**src/design/vpio_pkg.sv**
```systemverilog
// Package: constants for the valve position input and output logic
package vpio_pkg;
   // APB register byte offsets
   localparam logic [7:0] VPIO_CTRL_OFF    = 8'h00;
   localparam logic [7:0] VPIO_HILIM_OFF   = 8'h04;
   localparam logic [7:0] VPIO_LOLIM_OFF   = 8'h08;
   localparam logic [7:0] VPIO_CMD_OFF     = 8'h0C;
   localparam logic [7:0] VPIO_POS_OFF     = 8'h10;
   localparam logic [7:0] VPIO_TARGET_OFF  = 8'h14;
   localparam logic [7:0] VPIO_FBK_OFF     = 8'h18;
   localparam logic [7:0] VPIO_STAT_OFF    = 8'h1C;
   localparam logic [7:0] VPIO_IRQ_OFF     = 8'h20;
   localparam logic [7:0] VPIO_MASK_OFF    = 8'h24;
   localparam logic [7:0] VPIO_TMO_OFF     = 8'h28;
   // Control register bits
   localparam int VPIO_CTRL_MANUAL = 0;
   localparam int VPIO_CTRL_MEMF   = 1;
   localparam int VPIO_CTRL_TAMPER = 2;
   // Status register bits (live conditions)
   localparam int VPIO_ST_COMM  = 0;
   localparam int VPIO_ST_ACT   = 1;
   localparam int VPIO_ST_STUCK = 2;
   localparam int VPIO_ST_HI    = 3;
   localparam int VPIO_ST_LO    = 4;
   localparam int VPIO_NEVT     = 5;
   // Positions in tenths of a degree, 0.0 .. 80.0
   localparam int VPIO_PW = 10;
   localparam logic [VPIO_PW-1:0] VPIO_HILIM_RST = 10'h320;
   localparam logic [VPIO_PW-1:0] VPIO_LOLIM_RST = 10'h000;
   localparam logic [VPIO_PW-1:0] VPIO_FULL_ANGLE = 10'h320;
   // Position index limits
   localparam logic [3:0] VPIO_IDX_MIN = 4'h0;
   localparam logic [3:0] VPIO_IDX_MAX = 4'h9;
   // Loop current codes in microamps
   localparam int VPIO_CW = 15;
   localparam logic [VPIO_CW-1:0] VPIO_I_MIN  = 15'h0FA0;
   localparam logic [VPIO_CW-1:0] VPIO_I_MAX  = 15'h4E20;
   localparam logic [VPIO_CW-1:0] VPIO_I_SPAN = 15'h3E80;
   // Reply timeout
   localparam int VPIO_CLK_MHZ = 250;
   localparam int VPIO_TMO_US  = 100;
   localparam int VPIO_TMO_CYC = VPIO_TMO_US * VPIO_CLK_MHZ;
   // Unmapped read value
   localparam logic [31:0] VPIO_RD_ZERO = 32'h0000_0000;
endpackage

```
**src/design/vpio_cmd_map.sv**
```systemverilog
// Position command current to characterized position index, with forcing inputs
`timescale 1ns/1ps
module vpio_cmd_map
   import vpio_pkg::*;
#(
   parameter bit VERSION_ONE = 1'b0
) (
   // Inputs
   input  wire logic [VPIO_CW-1:0] cmd_current,
   input  wire logic               force_max,
   input  wire logic               force_min,
   // Result
   output logic [3:0]              target_idx
);
   logic [VPIO_CW-1:0] clamped;
   logic [31:0]        scaled;
   always_comb begin
      if (cmd_current < VPIO_I_MIN)
         clamped = VPIO_I_MIN;
      else if (cmd_current > VPIO_I_MAX)
         clamped = VPIO_I_MAX;
      else
         clamped = cmd_current;
      // Round to nearest index over the 16 mA span
      scaled = (32'(clamped - VPIO_I_MIN) * 32'(VPIO_IDX_MAX) + 32'(VPIO_I_SPAN >> 1))
               / 32'(VPIO_I_SPAN);
      if (!VERSION_ONE && force_min)
         target_idx = VPIO_IDX_MIN;
      else if (!VERSION_ONE && force_max)
         target_idx = VPIO_IDX_MAX;
      else
         target_idx = scaled[3:0];
   end
endmodule // vpio_cmd_map

```
**src/design/vpio_fbk.sv**
```systemverilog
// Valve angle to feedback loop current code
`timescale 1ns/1ps
module vpio_fbk
   import vpio_pkg::*;
(
   // Angle in tenths of a degree
   input  wire logic [VPIO_PW-1:0] angle,
   // Feedback current in microamps
   output logic [VPIO_CW-1:0]      fbk_current
);
   logic [31:0] prod;
   logic [VPIO_PW-1:0] a;
   always_comb begin
      a = (angle > VPIO_FULL_ANGLE) ? VPIO_FULL_ANGLE : angle;
      // 4 mA + 16 mA * angle / 80 degrees
      prod = 32'(VPIO_I_MIN) + (32'(a) * 32'(VPIO_I_SPAN)) / 32'(VPIO_FULL_ANGLE);
      fbk_current = prod[VPIO_CW-1:0];
   end
endmodule // vpio_fbk

```
**src/design/vpio_top.sv**
```systemverilog
// Valve position input and output logic with APB registers
//
// Our own choices: the APB register port and the placing of the registers.
`timescale 1ns/1ps
module vpio_top
   import vpio_pkg::*;
#(
   parameter bit          VERSION_ONE = 1'b0,
   parameter int unsigned TMO_CYCLES  = VPIO_TMO_CYC
) (
   // Clock and reset
   input  wire logic               pclk,
   input  wire logic               presetn,
   // APB
   input  wire logic               psel,
   input  wire logic               penable,
   input  wire logic               pwrite,
   input  wire logic [7:0]         paddr,
   input  wire logic [31:0]        pwdata,
   output logic [31:0]             prdata,
   output logic                    pready,
   output logic                    pslverr,
   // Field pins
   input  wire logic               force_max_relay_in,
   input  wire logic               force_min_relay_in,
   input  wire logic [3:0]         spare_relay_in,
   input  wire logic [VPIO_CW-1:0] position_command_current,
   input  wire logic [VPIO_CW-1:0] spare_current_input,
   // Actuator side, from network decoder logic on pclk
   input  wire logic               reply_valid,
   input  wire logic [VPIO_PW-1:0] reply_angle,
   input  wire logic               reply_act_alarm,
   input  wire logic               reply_stuck,
   // Results
   output logic [3:0]              target_index,
   output logic [VPIO_CW-1:0]      feedback_current,
   output logic                    alarm_driver,
   output logic                    control_enable_driver,
   output logic                    high_limit_driver,
   output logic                    low_limit_driver,
   output logic                    manual_control_driver,
   output logic                    irq
);
   typedef struct packed {
      logic [1:0]          fmax_sync;
      logic [1:0]          fmin_sync;
      logic [2:0]          ctrl;
      logic [VPIO_PW-1:0]  hilim;
      logic [VPIO_PW-1:0]  lolim;
      logic [VPIO_CW-1:0]  cmd_in;
      logic [VPIO_PW-1:0]  angle;
      logic                act_alarm;
      logic                stuck;
      logic                comm_fault;
      logic [31:0]         tmo_cnt;
      logic [31:0]         tmo_limit;
      logic [VPIO_NEVT-1:0] live_q;
      logic [VPIO_NEVT-1:0] irq_stat;
      logic [VPIO_NEVT-1:0] irq_mask;
      logic [3:0]          target;
      logic [VPIO_CW-1:0]  fbk;
      logic                alarm;
      logic                cen;
      logic                hi;
      logic                lo;
      logic                man;
      logic                irq;
      logic [31:0]         rdata;
      logic                ready;
   } vpio_state_t;

   vpio_state_t st_reg, st_next;
   logic [3:0]          map_idx;
   logic [VPIO_CW-1:0]  fbk_cur;
   logic [VPIO_NEVT-1:0] live;
   logic                memf, tamper, comm_now;
   logic                wr, rd;

   // Spare inputs are deliberately left unread
   vpio_cmd_map #(.VERSION_ONE(VERSION_ONE)) u_map (
      .cmd_current (st_reg.cmd_in),
      .force_max   (st_reg.fmax_sync[1]),
      .force_min   (st_reg.fmin_sync[1]),
      .target_idx  (map_idx)
   );

   vpio_fbk u_fbk (
      .angle       (st_reg.angle),
      .fbk_current (fbk_cur)
   );

   always_comb begin
      st_next = st_reg;
      // A write lands only at the edge where the master sees pready high
      wr = psel && penable && pwrite && st_reg.ready;
      rd = psel && !penable;
      memf   = st_reg.ctrl[VPIO_CTRL_MEMF];
      tamper = st_reg.ctrl[VPIO_CTRL_TAMPER];
      // Pins are asynchronous to pclk
      st_next.fmax_sync = {st_reg.fmax_sync[0], force_max_relay_in};
      st_next.fmin_sync = {st_reg.fmin_sync[0], force_min_relay_in};
      st_next.cmd_in    = position_command_current;
      // Reply watchdog
      if (reply_valid) begin
         st_next.angle      = reply_angle;
         st_next.act_alarm  = reply_act_alarm;
         st_next.stuck      = reply_stuck;
         st_next.tmo_cnt    = '0;
         st_next.comm_fault = 1'b0;
      end else if (st_reg.tmo_cnt >= st_reg.tmo_limit - 32'h0000_0001) begin
         st_next.comm_fault = 1'b1;
      end else begin
         st_next.tmo_cnt = st_reg.tmo_cnt + 32'h0000_0001;
      end
      comm_now = st_reg.comm_fault;
      // Drivers recompute every cycle, nothing latches
      st_next.alarm = comm_now | memf | st_reg.act_alarm | tamper;
      st_next.cen   = comm_now | memf | st_reg.stuck;
      st_next.hi    = st_reg.angle >= st_reg.hilim;
      st_next.lo    = st_reg.angle <= st_reg.lolim;
      st_next.man   = st_reg.ctrl[VPIO_CTRL_MANUAL];
      st_next.target = map_idx;
      st_next.fbk    = fbk_cur;
      // Events are rising edges of the live conditions
      live = '0;
      live[VPIO_ST_COMM]  = comm_now;
      live[VPIO_ST_ACT]   = st_reg.act_alarm;
      live[VPIO_ST_STUCK] = st_reg.stuck;
      live[VPIO_ST_HI]    = st_reg.hi;
      live[VPIO_ST_LO]    = st_reg.lo;
      st_next.live_q = live;
      // APB: setup cycle prepares data, access completes with no wait state
      st_next.ready = psel && !penable;
      if (wr) begin
         unique case (paddr)
            VPIO_CTRL_OFF:  st_next.ctrl      = pwdata[2:0];
            VPIO_HILIM_OFF: st_next.hilim     = pwdata[VPIO_PW-1:0];
            VPIO_LOLIM_OFF: st_next.lolim     = pwdata[VPIO_PW-1:0];
            VPIO_MASK_OFF:  st_next.irq_mask  = pwdata[VPIO_NEVT-1:0];
            VPIO_TMO_OFF:   st_next.tmo_limit = pwdata;
            VPIO_IRQ_OFF:   st_next.irq_stat  = st_reg.irq_stat & ~pwdata[VPIO_NEVT-1:0];
            default: ;
         endcase
      end
      // Set wins over a simultaneous clear
      st_next.irq_stat = st_next.irq_stat | (live & ~st_reg.live_q);
      st_next.irq = |(st_reg.irq_stat & st_reg.irq_mask);
      if (rd) begin
         unique case (paddr)
            VPIO_CTRL_OFF:   st_next.rdata = 32'(st_reg.ctrl);
            VPIO_HILIM_OFF:  st_next.rdata = 32'(st_reg.hilim);
            VPIO_LOLIM_OFF:  st_next.rdata = 32'(st_reg.lolim);
            VPIO_CMD_OFF:    st_next.rdata = 32'(st_reg.cmd_in);
            VPIO_POS_OFF:    st_next.rdata = 32'(st_reg.angle);
            VPIO_TARGET_OFF: st_next.rdata = 32'(st_reg.target);
            VPIO_FBK_OFF:    st_next.rdata = 32'(st_reg.fbk);
            VPIO_STAT_OFF:   st_next.rdata = 32'(live);
            VPIO_IRQ_OFF:    st_next.rdata = 32'(st_reg.irq_stat);
            VPIO_MASK_OFF:   st_next.rdata = 32'(st_reg.irq_mask);
            VPIO_TMO_OFF:    st_next.rdata = st_reg.tmo_limit;
            default:         st_next.rdata = VPIO_RD_ZERO;
         endcase
      end
   end

   always_ff @(posedge pclk or negedge presetn) begin
      if (!presetn) begin
         st_reg           <= '0;
         st_reg.hilim     <= VPIO_HILIM_RST;
         st_reg.lolim     <= VPIO_LOLIM_RST;
         st_reg.tmo_limit <= 32'(TMO_CYCLES);
         st_reg.lo        <= 1'b1;
         // Edge detector starts at the driver's reset level, so no false event
         st_reg.live_q[VPIO_ST_LO] <= 1'b1;
      end else begin
         st_reg <= st_next;
      end
   end

   assign prdata                = st_reg.rdata;
   assign pready                = st_reg.ready;
   assign pslverr               = 1'b0;
   assign target_index          = st_reg.target;
   assign feedback_current      = st_reg.fbk;
   assign alarm_driver          = st_reg.alarm;
   assign control_enable_driver = st_reg.cen;
   assign high_limit_driver     = st_reg.hi;
   assign low_limit_driver      = st_reg.lo;
   assign manual_control_driver = st_reg.man;
   assign irq                   = st_reg.irq;

   // Assertions
   a_force_min_wins: assert property (@(posedge pclk) disable iff (!presetn)
      st_reg.fmin_sync[1] && !VERSION_ONE |=> target_index == VPIO_IDX_MIN)
      else $error("forced minimum not applied");
   a_force_max_idx: assert property (@(posedge pclk) disable iff (!presetn)
      st_reg.fmax_sync[1] && !st_reg.fmin_sync[1] && !VERSION_ONE
      |=> target_index == VPIO_IDX_MAX)
      else $error("forced maximum not applied");
   a_alarm_follow: assert property (@(posedge pclk) disable iff (!presetn)
      alarm_driver == $past(comm_now | memf | st_reg.act_alarm | tamper))
      else $error("alarm driver wrong");
   a_cen_follow: assert property (@(posedge pclk) disable iff (!presetn)
      control_enable_driver == $past(comm_now | memf | st_reg.stuck))
      else $error("control enable driver wrong");
   a_high_limit: assert property (@(posedge pclk) disable iff (!presetn)
      high_limit_driver == $past(st_reg.angle >= st_reg.hilim))
      else $error("high limit driver wrong");
   a_low_limit: assert property (@(posedge pclk) disable iff (!presetn)
      low_limit_driver == $past(st_reg.angle <= st_reg.lolim))
      else $error("low limit driver wrong");
   a_manual_drv: assert property (@(posedge pclk) disable iff (!presetn)
      manual_control_driver == $past(st_reg.ctrl[VPIO_CTRL_MANUAL]))
      else $error("manual driver wrong");
   a_reply_clears: assert property (@(posedge pclk) disable iff (!presetn)
      reply_valid |=> !st_reg.comm_fault ##1
      (!alarm_driver || $past(memf || tamper || st_reg.act_alarm)))
      else $error("reply did not clear comm fault");
endmodule // vpio_top

```
**config.mk**
```make
export PLATFORM = sky130hd
export DESIGN_NAME = vpio_top
export DESIGN_NICKNAME = d
export VERILOG_FILES = /design/src/design/vpio_pkg.sv /design/src/design/vpio_cmd_map.sv /design/src/design/vpio_fbk.sv /design/src/design/vpio_top.sv
export SDC_FILE = /design/constraint.sdc
export NUM_CORES = 1
export LEC_CHECK = 0
export BUFFER_PORTS_ARGS = -buffer_cell sky130_fd_sc_hd__buf_2
export CAP_MARGIN = 15
export CORE_ASPECT_RATIO = 1.1
export CORE_MARGIN = 8
export CORE_UTILIZATION = 30
export CTS_BUF_LIST = sky130_fd_sc_hd__clkbuf_16
export CTS_CLUSTER_SIZE = 25
export DETAILED_ROUTE_END_ITERATION = 10
export GPL_ROUTABILITY_DRIVEN = 0
export GPL_TIMING_DRIVEN = 0
export PLACE_DENSITY = 0.49
export SYNTH_ARGS = -nofsm -noshare
export SYNTH_HDL_FRONTEND = slang
export SYNTH_SLANG_ARGS = --single-unit
```
**constraint.sdc**
```tcl
create_clock -name pclk -period 16 [get_ports pclk]
set_input_delay 1.6 -clock pclk [delete_from_list [all_inputs] [get_ports pclk]]
set_output_delay 1.6 -clock pclk [all_outputs]
set_load 0.1 [all_outputs]
```
# == Yosys cells after proc, flatten, opt, wreduce, memory -nomap -nowiden ==
# Index checks and enable logic that the tools add are counted.
# op_classes
addsub,5
n_mul,2
div_mod_pow,2
magnitude_cmp,6
n_eq_ne,11
n_shift,0
n_mux,12
bitwise,10
reduce_logical,13
# ops
cell,count
$pmux W32 S11,1
$mux W33,1
$add A32 B1 Y32 const B,1
$add A32 B13 Y32 const B,1
$div A24 B10 Y32 const B,1
$div A32 B14 Y32 const B,1
$eq A8 B5 Y1 const B,4
$ge A32 B32 Y1,1
$mul A32 B4 Y32 const B,1
$mux W32,1
$sub A32 B1 Y32 const B,1
$mux W15,2
$eq A8 B6 Y1 const B,3
$mux W10,2
$mul A10 B7 Y17 const B,1
$eq A8 B4 Y1 const B,2
$sub A15 B12 Y16 const B,1
$add A12 B15 Y15 const A,1
$and A5 B5 Y5,3
$gt A15 B15 Y1 const B,1
$lt A15 B12 Y1 const B,1
$ge A10 B10 Y1,1
$gt A10 B10 Y1 const B,1
$le A10 B10 Y1,1
other kinds (14),27
# word_totals
ff_bits,192
latch_bits,0
mem_bits_rw,0
rom_bits,0
inputBits,94
output_inout_bits,59
mem_count,0

# == Depth between registers and ports, before layout ==
# Gate-level depths: netlist of the first run.
# logic_depth
depth_word,9
ltp_mapped,58
depth_no_buf,51

# == Cells and area by module ==
# Synthesis of the first run repeated with hierarchy kept, for this count alone.
# unflattened
cells_unflattened,2242
hier_area_um2,19593.8
# by_module_without_submodules
mod,n_inst,cells_each,area_per_inst_um2,seq_area_each_um2
vpio_top,1,979,10149.7,4818.4
vpio_fbk,1,836,6207.2,0.0
vpio_cmd_map,1,427,3236.9,0.0

# == Worst setup path before layout of the first run ==
# OpenSTA, ideal clock, no wires.
# synth_timing
kind,reg2reg
startpoint,register st_reg[141] (netlist bit)
endpoint,register st_reg (netlist bit feedback_current[0])
setup_time_ns,0.078
t_arrival_ns,12.846
t_required_ns,15.922
slack_ns,3.076
stages_incl_launch_ff,52
path_cell_list,dfrtp_1 -> or4_1 -> o21ai_0 -> a21o_1 -> and2_1 -> clkbuf_1 -> fa_1 -> inv_1 -> fa_1 -> fa_1 -> inv_1 -> fa_1 -> ha_1 -> buf_2 -> nand3_1 -> o221a_1 -> o31ai_2 -> xor2_2 -> [... 16 more ...] -> o311a_1 -> or2_1 -> buf_4 -> o221ai_1 -> and2_1 -> or4_1 -> and2_1 -> o221a_2 -> a221oi_2 -> o31a_1 -> mux2i_1 -> a41oi_4 -> a21o_1 -> ha_1 -> nor3_1 -> a211oi_1 -> o32a_1 -> o21bai_1
# synth_via
elab_chain_len,5
# synth_rtl
item,line,source
"start, declared",vpio_top.sv:72,"vpio_state_t st_reg, st_next;"
"start signal, assigned",vpio_top.sv:176,st_reg <= st_next;
$gt A10 B10 Y1,vpio_fbk.sv:14,a = (angle > VPIO_FULL_ANGLE) ? VPIO_FULL_ANGLE : angle;
$mux W10 *,vpio_fbk.sv:14,
$mul A10 B7 Y17 *,vpio_fbk.sv:16,prod = 32'(VPIO_I_MIN) + (32'(a) * 32'(VPIO_I_SPAN)) / 32'(VPIO_FULL_ANGLE);
$div A24 B10 Y32 *,vpio_fbk.sv:16,
$add A12 B15 Y15 *,vpio_fbk.sv:16,
net fbk_cur[0],vpio_top.sv:74,logic [VPIO_CW-1:0] fbk_cur;
# The timed path passes the listed nets; every way through them passes the cells marked *.
# A chain may end at the register's enable or synchronous reset.

# == Final worst setup path of the first run ==
# layout_timing
startpoint,register st_reg[142] (netlist bit)
endpoint,register st_reg (netlist bit feedback_current[0])
# The elaborated chain is that of the path after synthesis.

==> results of run 1 <==
-- cells by family after synthesis --
kind of cell | after synthesis | share of synthesized area [%]
flip-flops | 192 | 26.6
XOR/XNOR | 117 | 5.98
multiplexers | 84 | 5.15
adder cells (fa/ha/maj) | 174 | 13.6
AO/OA/AOI/OAI | 604 | 24.8
buffers and inverters | 235 | 6.14
other | 2 | 0.0414
AND/OR/NAND/NOR | 629 | 17.7
-- placed cells by master (no fill, tap or decap), drive strengths merged, types with 11 or more instances in the layout --
master / n
nand2: 159
fa: 39
ha: 133
a31o: 11
buf: 206
dfstp: 11
o21a: 19
a21o: 39
o21ai: 114
nand2b: 27
a22o: 25
a21oi: 113
a31oi: 22
a211oi: 16
dfrtp: 181
a22oi: 31
and2: 27
or3: 23
mux2i: 13
a221oi: 19
and3: 17
nor2: 136
xnor2: 64
inv: 130
nand4: 25
o211ai: 32
nand3: 45
mux2: 71
nor2b: 22
o31ai: 15
xor2: 52
or4: 11
nor4: 19
or2: 25
nor3: 70
clkbuf: 55
-- worst min path at each step --
stage / endpoint / slack [ns] / cells after the start
after global placement: st_reg[191] / 0.34 / 0
final: st_reg[189] / 0.37 / 0
after global routing: st_reg[189] / 0.37 / 0
after floorplan: st_reg[189] / 0.33 / 0
after CTS: st_reg[189] / 0.37 / 0
after detailed placement: st_reg[189] / 0.34 / 0
-- layout make-up --
| class | instances | area [µm²] | share of cell area (%) |
|---|---|---|---|
| clock inverter | 15 | 149 | 0.730 |
| inverter | 125 | 473 | 2.32 |
| clock buffer | 17 | 425 | 2.08 |
| antenna | 1 | 2.50 | 0.0123 |
| tap | 768 | 961 | 4.71 |
| buffer | 109 | 641 | 3.14 |
| timing repair buffer | 135 | 711 | 3.48 |
| sequential | 192 | 4820 | 23.6 |
| multi-input combinational | 1612 | 12200 | 59.9 |
-- critical path: cells and delay by family (launching register included) --
kind,cells,cell delay [ns]
compound gates,20,5.59
xor+xnor,3,0.93
fa+ha+maj,6,2.49
flops,1,0.49
mux,2,1.00
buf+inv,6,1.33
simple gates,13,3.11
-- through the flow --
step / cell area, µm² / setup WS [ns] / hold slack [ns] / cells
2_1_floorplan: 18100 / 3.08 / 0.331 / 2039
3_3_place_gp: 19800 / 0.827 / 0.342 / 2939
3_5_place_dp: 19800 / 0.906 / 0.342 / 2941
4_1_cts: 20400 / 0.849 / 0.369 / 2973
5_1_grt: 20400 / 0.0000764 / 0.371 / 2973
6_report: 20400 / 0.954 / 0.367 / 2974
-- layer usage --
metal	wire (µm)	vias to the layer above	GRT usage, %
met1	24700	7790	19.9
li1	-	7826	-
met5	0	-	0
met2	26500	338	26.9
met3	1670	48	1.86
met4	686	0	2.93
-- what timing repair did --
action,4_1_cts,5_1_grt
endpoints found under the hold margin,0,0
endpoints found under the setup margin,0,2
gates resized for setup,0,5
==> summary.log, run 1 <==
[route] Routed wire per std cell 18.0 µm
[global_route] number of antenna violations at the first check in global routing 2
[sta] final slew viol count 0
[floorplan] Row Count 94
[clock_tree] buffer levels on the longest clock path 2
[yosys] post-synth top area share 25.0%
[route] ratio of routed vias to standard cells 5.38
[critical_path] terminus of the critical flop-to-flop path feedback_current[0]
[floorplan] die span in y 274 µm
[floorplan] horizontal extent of the die 250 µm
[yosys] Syn Inst Count 2037
[route] post-route ant nets 0
[critical_path] Max stage delay on crit path 0.58 ns
[yosys] Seq/Total Area, Yosys 26.6%
[clock_tree] CTS sink cnt 192
[sta] clk_skew 0.0159 ns
[route] WL final 53500 µm
[critical_path] worst setup path endpoint feedback_current[0]
[clock_tree] CTS Hold Bufs 0
[critical_path] endpoint kind of the worst setup timing path flip-flop
[finish] NumNets Final 2458
[clock_tree] number of buffers created by CTS 17
[yosys] leading cell type by number of instances after synthesis sky130_fd_sc_hd__dfrtp_1
[yosys] top cells by instance count after synthesis sky130_fd_sc_hd__dfrtp_1, sky130_fd_sc_hd__nand2_1, sky130_fd_sc_hd__ha_1, sky130_fd_sc_hd__nor2_1, sky130_fd_sc_hd__inv_1
[clock_tree] buffer cell driving the clock tree root sky130_fd_sc_hd__clkbuf_16
[run] number of max-cap violations 0
[route] routed via count 16002
[clock_tree] H-tree level count 4
[finish] Largest register FFs 127
[route] number of design-rule violations left by the first detailed-router iteration 1029
[route] remaining design rule violation count 0
[critical_path] beginning of the worst register-to-register path st_reg[142]
[critical_path] most numerous cell on the critical path sky130_fd_sc_hd__fa_1
[floorplan] area of the die 0.0685 mm²
[sta] transition time at the pin with the least slew margin 1.05 ns
[hold_path] launch point of the worst hold path st_next[189]
[yosys] Async S/R FF share, synth 100%
[yosys] synthesized area per cell 8.90 µm²
[global_route] maximum number of pins on one net before global-route repair 99
[critical_path] startpoint kind of the worst setup timing path flip-flop
[critical_path] data required time of the worst path 16.36 ns
[route] TritonRoute pass-1 iters 7
[sta] upper clock frequency limit 0.0665 GHz
[critical_path] Critical Setup Path Class reg -> reg
[hold_path] hold crit path type reg -> reg
[yosys] #FFs+latches synth 192
[global_route] gr ovfl total 0
[global_route] wire length of the first global-routing pass 86300 µm
[yosys] Yosys top cell by area sky130_fd_sc_hd__dfrtp_1
[yosys] number of enable-type register cells in the synthesized netlist 0
[critical_path] critical path fanouts, max 10
[global_route] gr usage total 15.2%
[critical_path] path depth of the worst reg2reg path 50
[floorplan] CORE AREA 0.0597 mm²
[yosys] largest cells by area after synthesis sky130_fd_sc_hd__dfrtp_1, sky130_fd_sc_hd__ha_1, sky130_fd_sc_hd__mux2_2, sky130_fd_sc_hd__fa_1, sky130_fd_sc_hd__nand2_1
[place] port bufs 132
[finish] share of final-layout standard cells stronger than drive strength 1 18.7%
[sta] Setup Viol. Count Final 0
[critical_path] Worst path slowest cell sky130_fd_sc_hd__mux2i_1
[floorplan] IO Count 153
[yosys] Mapped Area 0.0181 mm²
[yosys] Yosys warning total 0
[critical_path] worst setup path start st_reg[142]
[sta] worst rel slew slack 29.8%
[floorplan] initial cell density of the core 30.3%
[finish] fill count 6267
[clock_tree] clock-pin transition on the worst setup and hold timing paths 0.07 ns
[outcome] result of the run complete, no violations
[clock_tree] post-CTS repair timing setup buffer count 0
[yosys] count of distinct cell types in the synthesized netlist 128
[clock_tree] clock tree from TritonCTS built
[sta] count of final hold-check violations 0
[place] half-perimeter wire length after detailed placement 43200 µm
[finish] Area growth syn-to-layout 12.6%
[sta] share of the cycle needed by the critical path after routing 94.0%
[critical_path] Crit path arrival time 15.40 ns
[sta] Total Negative Setup Slacks 0 ns
[clock_tree] source-to-sink clock delay at the later pin of the worst-skew pair 0.45 ns
[sta] setup repair after global routing missed its margin no
[sta] final critical-path required period 15.05 ns
[yosys] most frequently used flop master after synthesis sky130_fd_sc_hd__dfrtp_1
[global_route] vias in the first global route 15826
[finish] final core utilization 34.2%
[critical_path] r2r setup slk 0.95 ns
Power of run 1 is left out: the tool's default activity adds up to more than one toggle a clock period on the data nets, which glitch-free logic cannot reach.
==> run 2, diff against run 1 <==
==> constraint.sdc (replaced) <==
create_clock -name pclk -period 18 [get_ports pclk]
set_input_delay 1.8 -clock pclk [delete_from_list [all_inputs] [get_ports pclk]]
set_output_delay 1.8 -clock pclk [all_outputs]
set_load 0.1 [all_outputs]
==> run 2 against run 1 <==
Worst hold slack about the same. Wire length is 0.12% higher. Cell area is 0.15% lower. Clock-buffer cell count did not move. Critical path type unchanged.
==> summary.log, run 2 (synthesized netlist as in run 1, its figures left out) <==
[outcome] result of the run complete, no violations
[place] port bufs 132 [unchanged]
[sta] transition time at the pin with the least slew margin 1.04 ns [-0.00684 ns]
[global_route] gr ovfl total 0 [unchanged]
[floorplan] IO Count 153 [unchanged]
[floorplan] Row Count 94 [unchanged]
[floorplan] die span in y 274 µm [unchanged]
[floorplan] area of the die 0.0685 mm² [unchanged]
[critical_path] data required time of the worst path 18.30 ns [+1.94 ns]
[clock_tree] source-to-sink clock delay at the later pin of the worst-skew pair 0.44 ns [about the same]
[finish] top library cells by usage in the layout, fill and taps aside sky130_fd_sc_hd__dfrtp_1, sky130_fd_sc_hd__nand2_1, sky130_fd_sc_hd__buf_2
[floorplan] horizontal extent of the die 250 µm [unchanged]
[global_route] maximum number of pins on one net before global-route repair 99 [unchanged]
[critical_path] endpoint kind of the worst setup timing path flip-flop
[clock_tree] buffer cell driving the clock tree root sky130_fd_sc_hd__clkbuf_16
[place] half-perimeter wire length after detailed placement 43200 µm [unchanged]
[sta] count of final hold-check violations 0 [unchanged]
[critical_path] Max stage delay on crit path 0.72 ns [+0.14 ns]
[critical_path] most numerous cell on the critical path sky130_fd_sc_hd__ha_1
[clock_tree] clock tree from TritonCTS built
[sta] worst rel slew slack 30.3% [+0.46 points]
[sta] Total Negative Setup Slacks 0 ns [unchanged]
[floorplan] CORE AREA 0.0597 mm² [unchanged]
[critical_path] startpoint kind of the worst setup timing path flip-flop
[run] number of max-cap violations 0 [unchanged]
[critical_path] Worst path slowest cell sky130_fd_sc_hd__nor4b_1
[global_route] gr usage total 15.2% [unchanged]
[sta] setup repair after global routing missed its margin no
[route] Routed wire per std cell 18.0 µm [+0.12%]
[sta] Setup Viol. Count Final 0 [unchanged]
[sta] final critical-path required period 15.25 ns [+0.206 ns]
[route] routed via count 16014 [+0.075%]
[finish] number of antenna diodes 0 [-1]
[sta] upper clock frequency limit 0.0656 GHz [-1.4%]
[global_route] GR met2 Demand/Resource 26.9% [unchanged]
[clock_tree] CTS Hold Bufs 0 [unchanged]
[clock_tree] H-tree level count 4 [unchanged]
[global_route] met1 Usage GRT 19.9% [unchanged]
[hold_path] hold crit path type reg -> reg
[route] WL final 53600 µm [+0.12%]
[route] TritonRoute pass-1 iters 7 [unchanged]
[clock_tree] buffer levels on the longest clock path 2 [unchanged]
[clock_tree] number of gates given a new drive strength after cts 0 [unchanged]
[finish] Largest register FFs 127 [unchanged]
[clock_tree] number of buffers created by CTS 17 [unchanged]
[route] number of design-rule violations left by the first detailed-router iteration 1046 [+1.7%]
[route] ratio of routed vias to standard cells 5.38 [about the same]
[sta] clk_skew 0.0157 ns [-0.000227 ns]
[global_route] routing layer with the top usage in global route met2
[global_route] vias in the first global route 15826 [unchanged]
[finish] Area growth syn-to-layout 12.4%
[global_route] number of antenna violations at the first check in global routing 2 [unchanged]
[floorplan] initial cell density of the core 30.3% [unchanged]
[global_route] global-route met3 utilization 1.86% [unchanged]
[finish] NumNets Final 2459 [+0.041%]
[global_route] wire length of the first global-routing pass 86300 µm [unchanged]
[route] post-route ant nets 0 [unchanged]
[critical_path] Crit path arrival time 15.55 ns [+0.15 ns]
[critical_path] Critical Setup Path Class reg -> reg
[clock_tree] post-CTS repair timing setup buffer count 0 [unchanged]
[critical_path] critical path fanouts, max 10 [unchanged]
[clock_tree] CTS sink cnt 192 [unchanged]
[sta] final slew viol count 0 [unchanged]
[sta] share of the cycle needed by the critical path after routing 84.7% [-9.3 points]
[finish] share of final-layout standard cells stronger than drive strength 1 18.5% [-0.19 points]
[clock_tree] clock-pin transition on the worst setup and hold timing paths 0.07 ns [about the same]
[finish] leading cell type in the layout, fill and taps excluded sky130_fd_sc_hd__dfrtp_1
[route] remaining design rule violation count 0 [unchanged]
[run 2: through the flow]
| step | setup WS (ns) | util (%) | hold WS, ns | cells | instance area, µm² |
|---|---|---|---|---|---|
| 3_3_place_gp | 2.83 | 33.1 | 0.342 | 2939 | 19800 |
| 5_1_grt | 1.33 | 34.1 | 0.371 | 2974 | 20400 |
| 3_5_place_dp | 2.91 | 33.1 | 0.342 | 2941 | 19800 |
| 2_1_floorplan | 5.08 | - | 0.331 | 2039 | 18100 |
| 6_report | 2.75 | 34.1 | 0.367 | 2974 | 20400 |
| 4_1_cts | 2.85 | 34.1 | 0.369 | 2973 | 20400 |
[run 2: critical path, delay by kind of cell, from the launching register on]
kind / cells / cell delay [ns]
AO/OA/AOI/OAI: 22 / 6.44
XOR/XNOR: 1 / 0.14
adder cells (fa/ha/maj): 6 / 2.25
buffers and inverters: 5 / 1.25
flip-flops: 1 / 0.49
multiplexers: 2 / 1.05
AND/OR/NAND/NOR: 12 / 3.47
[run 2: worst paths after layout]
path	cells after the start	endpoint	from	slack [ns]
worst max-delay path	48	feedback_current[0]	st_reg[142]	2.75
worst min-delay path	0	st_reg[189]	st_next[189]	0.37
worst max register to register	48	feedback_current[0]	st_reg[142]	2.75
worst min register to register	0	st_reg[189]	st_next[189]	0.37
max in group asynchronous	2	st_reg[72]	presetn	15.64
min in group asynchronous	1	st_next[191]	presetn	1.37
[run 2: layout make-up]
cell class / instances / area [µm²]
Buffer: 110 / 644
Clock buffer: 17 / 425
Clock inverter: 15 / 149
Fill cell: 6270 / 39400
Inverter: 125 / 469
Multi-Input combinational cell: 1612 / 12200
Sequential cell: 192 / 4820
Tap cell: 768 / 961
Timing Repair Buffer: 135 / 711
[run 2: layer usage]
layer,share of wire (%),vias to the layer above,wire length [µm]
met5,0,-,0
met4,1.2,0,631
met3,3.1,41,1650
met2,50,331,26600
met1,46,7814,24700
li1,-,7828,-
Power of run 2 is left out for the same reason.
==> run 3, diff against run 2 <==
--- a/config.mk
+++ b/config.mk
@@ -15,7 +15,7 @@
 export DETAILED_ROUTE_END_ITERATION = 10
 export GPL_ROUTABILITY_DRIVEN = 0
 export GPL_TIMING_DRIVEN = 0
-export PLACE_DENSITY = 0.49
+export PLACE_DENSITY = 0.5
 export SYNTH_ARGS = -nofsm -noshare
 export SYNTH_HDL_FRONTEND = slang
 export SYNTH_SLANG_ARGS = --single-unit
==> constraint.sdc (replaced) <==
create_clock -name pclk -period 13.5 [get_ports pclk]
set_input_delay 1.35 -clock pclk [delete_from_list [all_inputs] [get_ports pclk]]
set_output_delay 1.35 -clock pclk [all_outputs]
set_load 0.1 [all_outputs]
==> run 3 against run 2 <==
Clock-buffer cell count stayed put. Global-route usage is 0.43 points higher. Non-clock buffer count is 69 higher. Sequential cell count stayed put. Critical path depth is 7 higher. Critical path type unchanged. Largest cell class unchanged. Core utilization is 2.6 points higher. Cell area is 7.8% higher. First-iteration DRC count is 8.8% lower. Sequential share of layout area is 1.7 points lower. Fmax is 14% higher. Highest routed layer unchanged. Register-to-register slack worse by 2.7 ns.
==> summary.log, run 3 (synthesized netlist as in run 1, its figures left out) <==
[place] half-perimeter wire length after detailed placement 43400 µm [+0.60%]
[finish] NumNets Final 2528 [+2.8%]
[finish] top library cells by usage in the layout, fill and taps aside sky130_fd_sc_hd__dfrtp_1, sky130_fd_sc_hd__nand2_1, sky130_fd_sc_hd__buf_2
[floorplan] initial cell density of the core 30.3% [unchanged]
[global_route] maximum number of pins on one net before global-route repair 105 [+6.1%]
[finish] leading cell type in the layout, fill and taps excluded sky130_fd_sc_hd__dfrtp_1
[route] post-route ant nets 0 [unchanged]
[sta] setup repair after global routing missed its margin yes
[run] number of max-cap violations 0 [unchanged]
[route] ratio of routed vias to standard cells 5.41 [+0.54%]
[sta] Total Negative Setup Slacks 0 ns [unchanged]
[sta] upper clock frequency limit 0.0745 GHz [+14%]
[route] number of design-rule violations left by the first detailed-router iteration 954 [-8.8%]
[sta] worst hold-check slack 0.351 ns [-0.0158 ns]
[finish] total area of sequential cells 0.00482 mm² [about the same]
[outcome] result of the run complete, no violations
[clock_tree] buffer levels on the longest clock path 2 [unchanged]
[global_route] vias in the first global route 16411 [+3.7%]
[critical_path] most numerous cell on the critical path sky130_fd_sc_hd__fa_1
[clock_tree] number of buffers created by CTS 17 [unchanged]
[critical_path] Max stage delay on crit path 0.55 ns [-0.17 ns]
[clock_tree] buffer cell driving the clock tree root sky130_fd_sc_hd__clkbuf_16
[critical_path] sum of buffers and inverters on the critical path 10 [+5]
[critical_path] Critical Setup Path Class reg -> reg
[critical_path] Worst path slowest cell sky130_fd_sc_hd__or4_1
[route] routed via count 16480 [+2.9%]
[floorplan] horizontal extent of the die 250 µm [unchanged]
[floorplan] die span in y 274 µm [unchanged]
[floorplan] area of the die 0.0685 mm² [unchanged]
[clock_tree] H-tree level count 4 [unchanged]
[clock_tree] clock tree from TritonCTS built
[sta] worst rel slew slack 30.4% [+0.12 points]
[critical_path] endpoint kind of the worst setup timing path flip-flop
[floorplan] CORE AREA 0.0597 mm² [unchanged]
[floorplan] Row Count 94 [unchanged]
[route] WL final 55800 µm [+4.1%]
[hold_path] Cells on Worst Hold Path 0 [unchanged]
[sta] clk_skew 0.0153 ns [-0.000400 ns]
[clock_tree] clock-pin transition on the worst setup and hold timing paths 0.07 ns [about the same]
[critical_path] startpoint kind of the worst setup timing path flip-flop
[finish] Area growth syn-to-layout 21.2%
[place] port bufs 132 [unchanged]
[critical_path] data required time of the worst path 13.86 ns [-4.44 ns]
[sta] count of final hold-check violations 0 [unchanged]
[global_route] gr ovfl total 0 [unchanged]
[global_route] wire length of the first global-routing pass 88300 µm [+2.4%]
[sta] final critical-path required period 13.43 ns [-1.82 ns]
[route] TritonRoute pass-1 iters 7 [unchanged]
[finish] area of combinational cells with multiple inputs 0.0132 mm² [+8.0%]
[finish] Largest register FFs 127 [unchanged]
[route] Routed wire per std cell 18.3 µm [+1.7%]
[sta] final slew viol count 0 [unchanged]
[clock_tree] CTS sink cnt 192 [unchanged]
[floorplan] IO Count 153 [unchanged]
[critical_path] number of stages on the worst setup path 55 [+15%]
[sta] share of the cycle needed by the critical path after routing 99.5% [+15 points]
[critical_path] critical path fanouts, max 10 [unchanged]
[critical_path] delay-heaviest family, CP compound AO/OA/AOI/OAI gates
[finish] fill count 6092 [-2.8%]
[sta] transition time at the pin with the least slew margin 1.04 ns [-0.00179 ns]
[sta] Setup Viol. Count Final 0 [unchanged]
[hold_path] hold crit path type reg -> reg
[critical_path] Crit path arrival time 13.79 ns [-1.76 ns]
[route] remaining design rule violation count 0 [unchanged]
[clock_tree] source-to-sink clock delay at the later pin of the worst-skew pair 0.45 ns [about the same]
[global_route] gr usage total 15.6% [+0.43 points]
[global_route] number of antenna violations at the first check in global routing 2 [unchanged]
[critical_path] path depth of the worst reg2reg path 55 [+15%]
[finish] share of final-layout standard cells stronger than drive strength 1 26.2% [+7.7 points]
## run 3: changes by cell type in the layout (fill, tap and decap cells not counted), moves of 7 or more
cell / delta
sky130_fd_sc_hd__nor3_1: -13
sky130_fd_sc_hd__nor3_2: +9
sky130_fd_sc_hd__a21oi_1: -9
sky130_fd_sc_hd__and2_1: -7
sky130_fd_sc_hd__buf_4: +70
sky130_fd_sc_hd__buf_2: -7
sky130_fd_sc_hd__a21oi_2: +7
sky130_fd_sc_hd__nand2_1: -8
## run 3: cell type report
class | instances | share of cell area, %
plain buffers | 106 | 3.05
multi-input cells | 1612 | 60.0
well taps | 768 | 4.38
diodes | 1 | 0.0114
clock buffers | 17 | 1.94
inverters | 125 | 2.17
flip-flops and latches | 192 | 22.0
repair buffers | 208 | 5.85
clock inverters | 15 | 0.661
## run 3: final timing paths
path,start,endpoint,slack [ns]
setup / recovery,st_reg[141],feedback_current[0],0.07
hold / removal,st_next[191],st_reg[191],0.35
setup reg to reg,st_reg[141],feedback_current[0],0.07
hold reg to reg,st_next[191],st_reg[191],0.35
max in group asynchronous,presetn,st_reg[141],11.60
min in group asynchronous,presetn,st_reg[156],0.91
## run 3: through the flow
step	util, %	setup slack (ns)	cell area [µm²]	std cells
3_5_place_dp	33.1	-1.83	19800	2941
4_1_cts	35.8	0.0261	21400	3018
6_report	36.8	0.0729	22000	3044
5_1_grt	36.7	-0.359	22000	3043
3_3_place_gp	33.1	-1.70	19800	2939
2_1_floorplan	-	0.576	18100	2039
## run 3: per-layer routing
metal  global-route usage, %  vias to the layer above  wire [µm]
met3                    1.78                       62       2090
met1                    20.2                     8076      24800
met4                    4.37                        0       1210
li1                        -                     7965          -
met5                       0                        -          0
met2                    27.4                      377      27600
## run 3: timing repair
action / 4_1_cts / 5_1_grt
cloned: 0 / 1
endpoints found under the setup margin: 3 / 3
resized for setup: 120 / 86
hold buffers: 0 / 0
setup buffers: 47 / 27
pin swaps: 41 / 41
Power of run 3 is left out for the same reason.
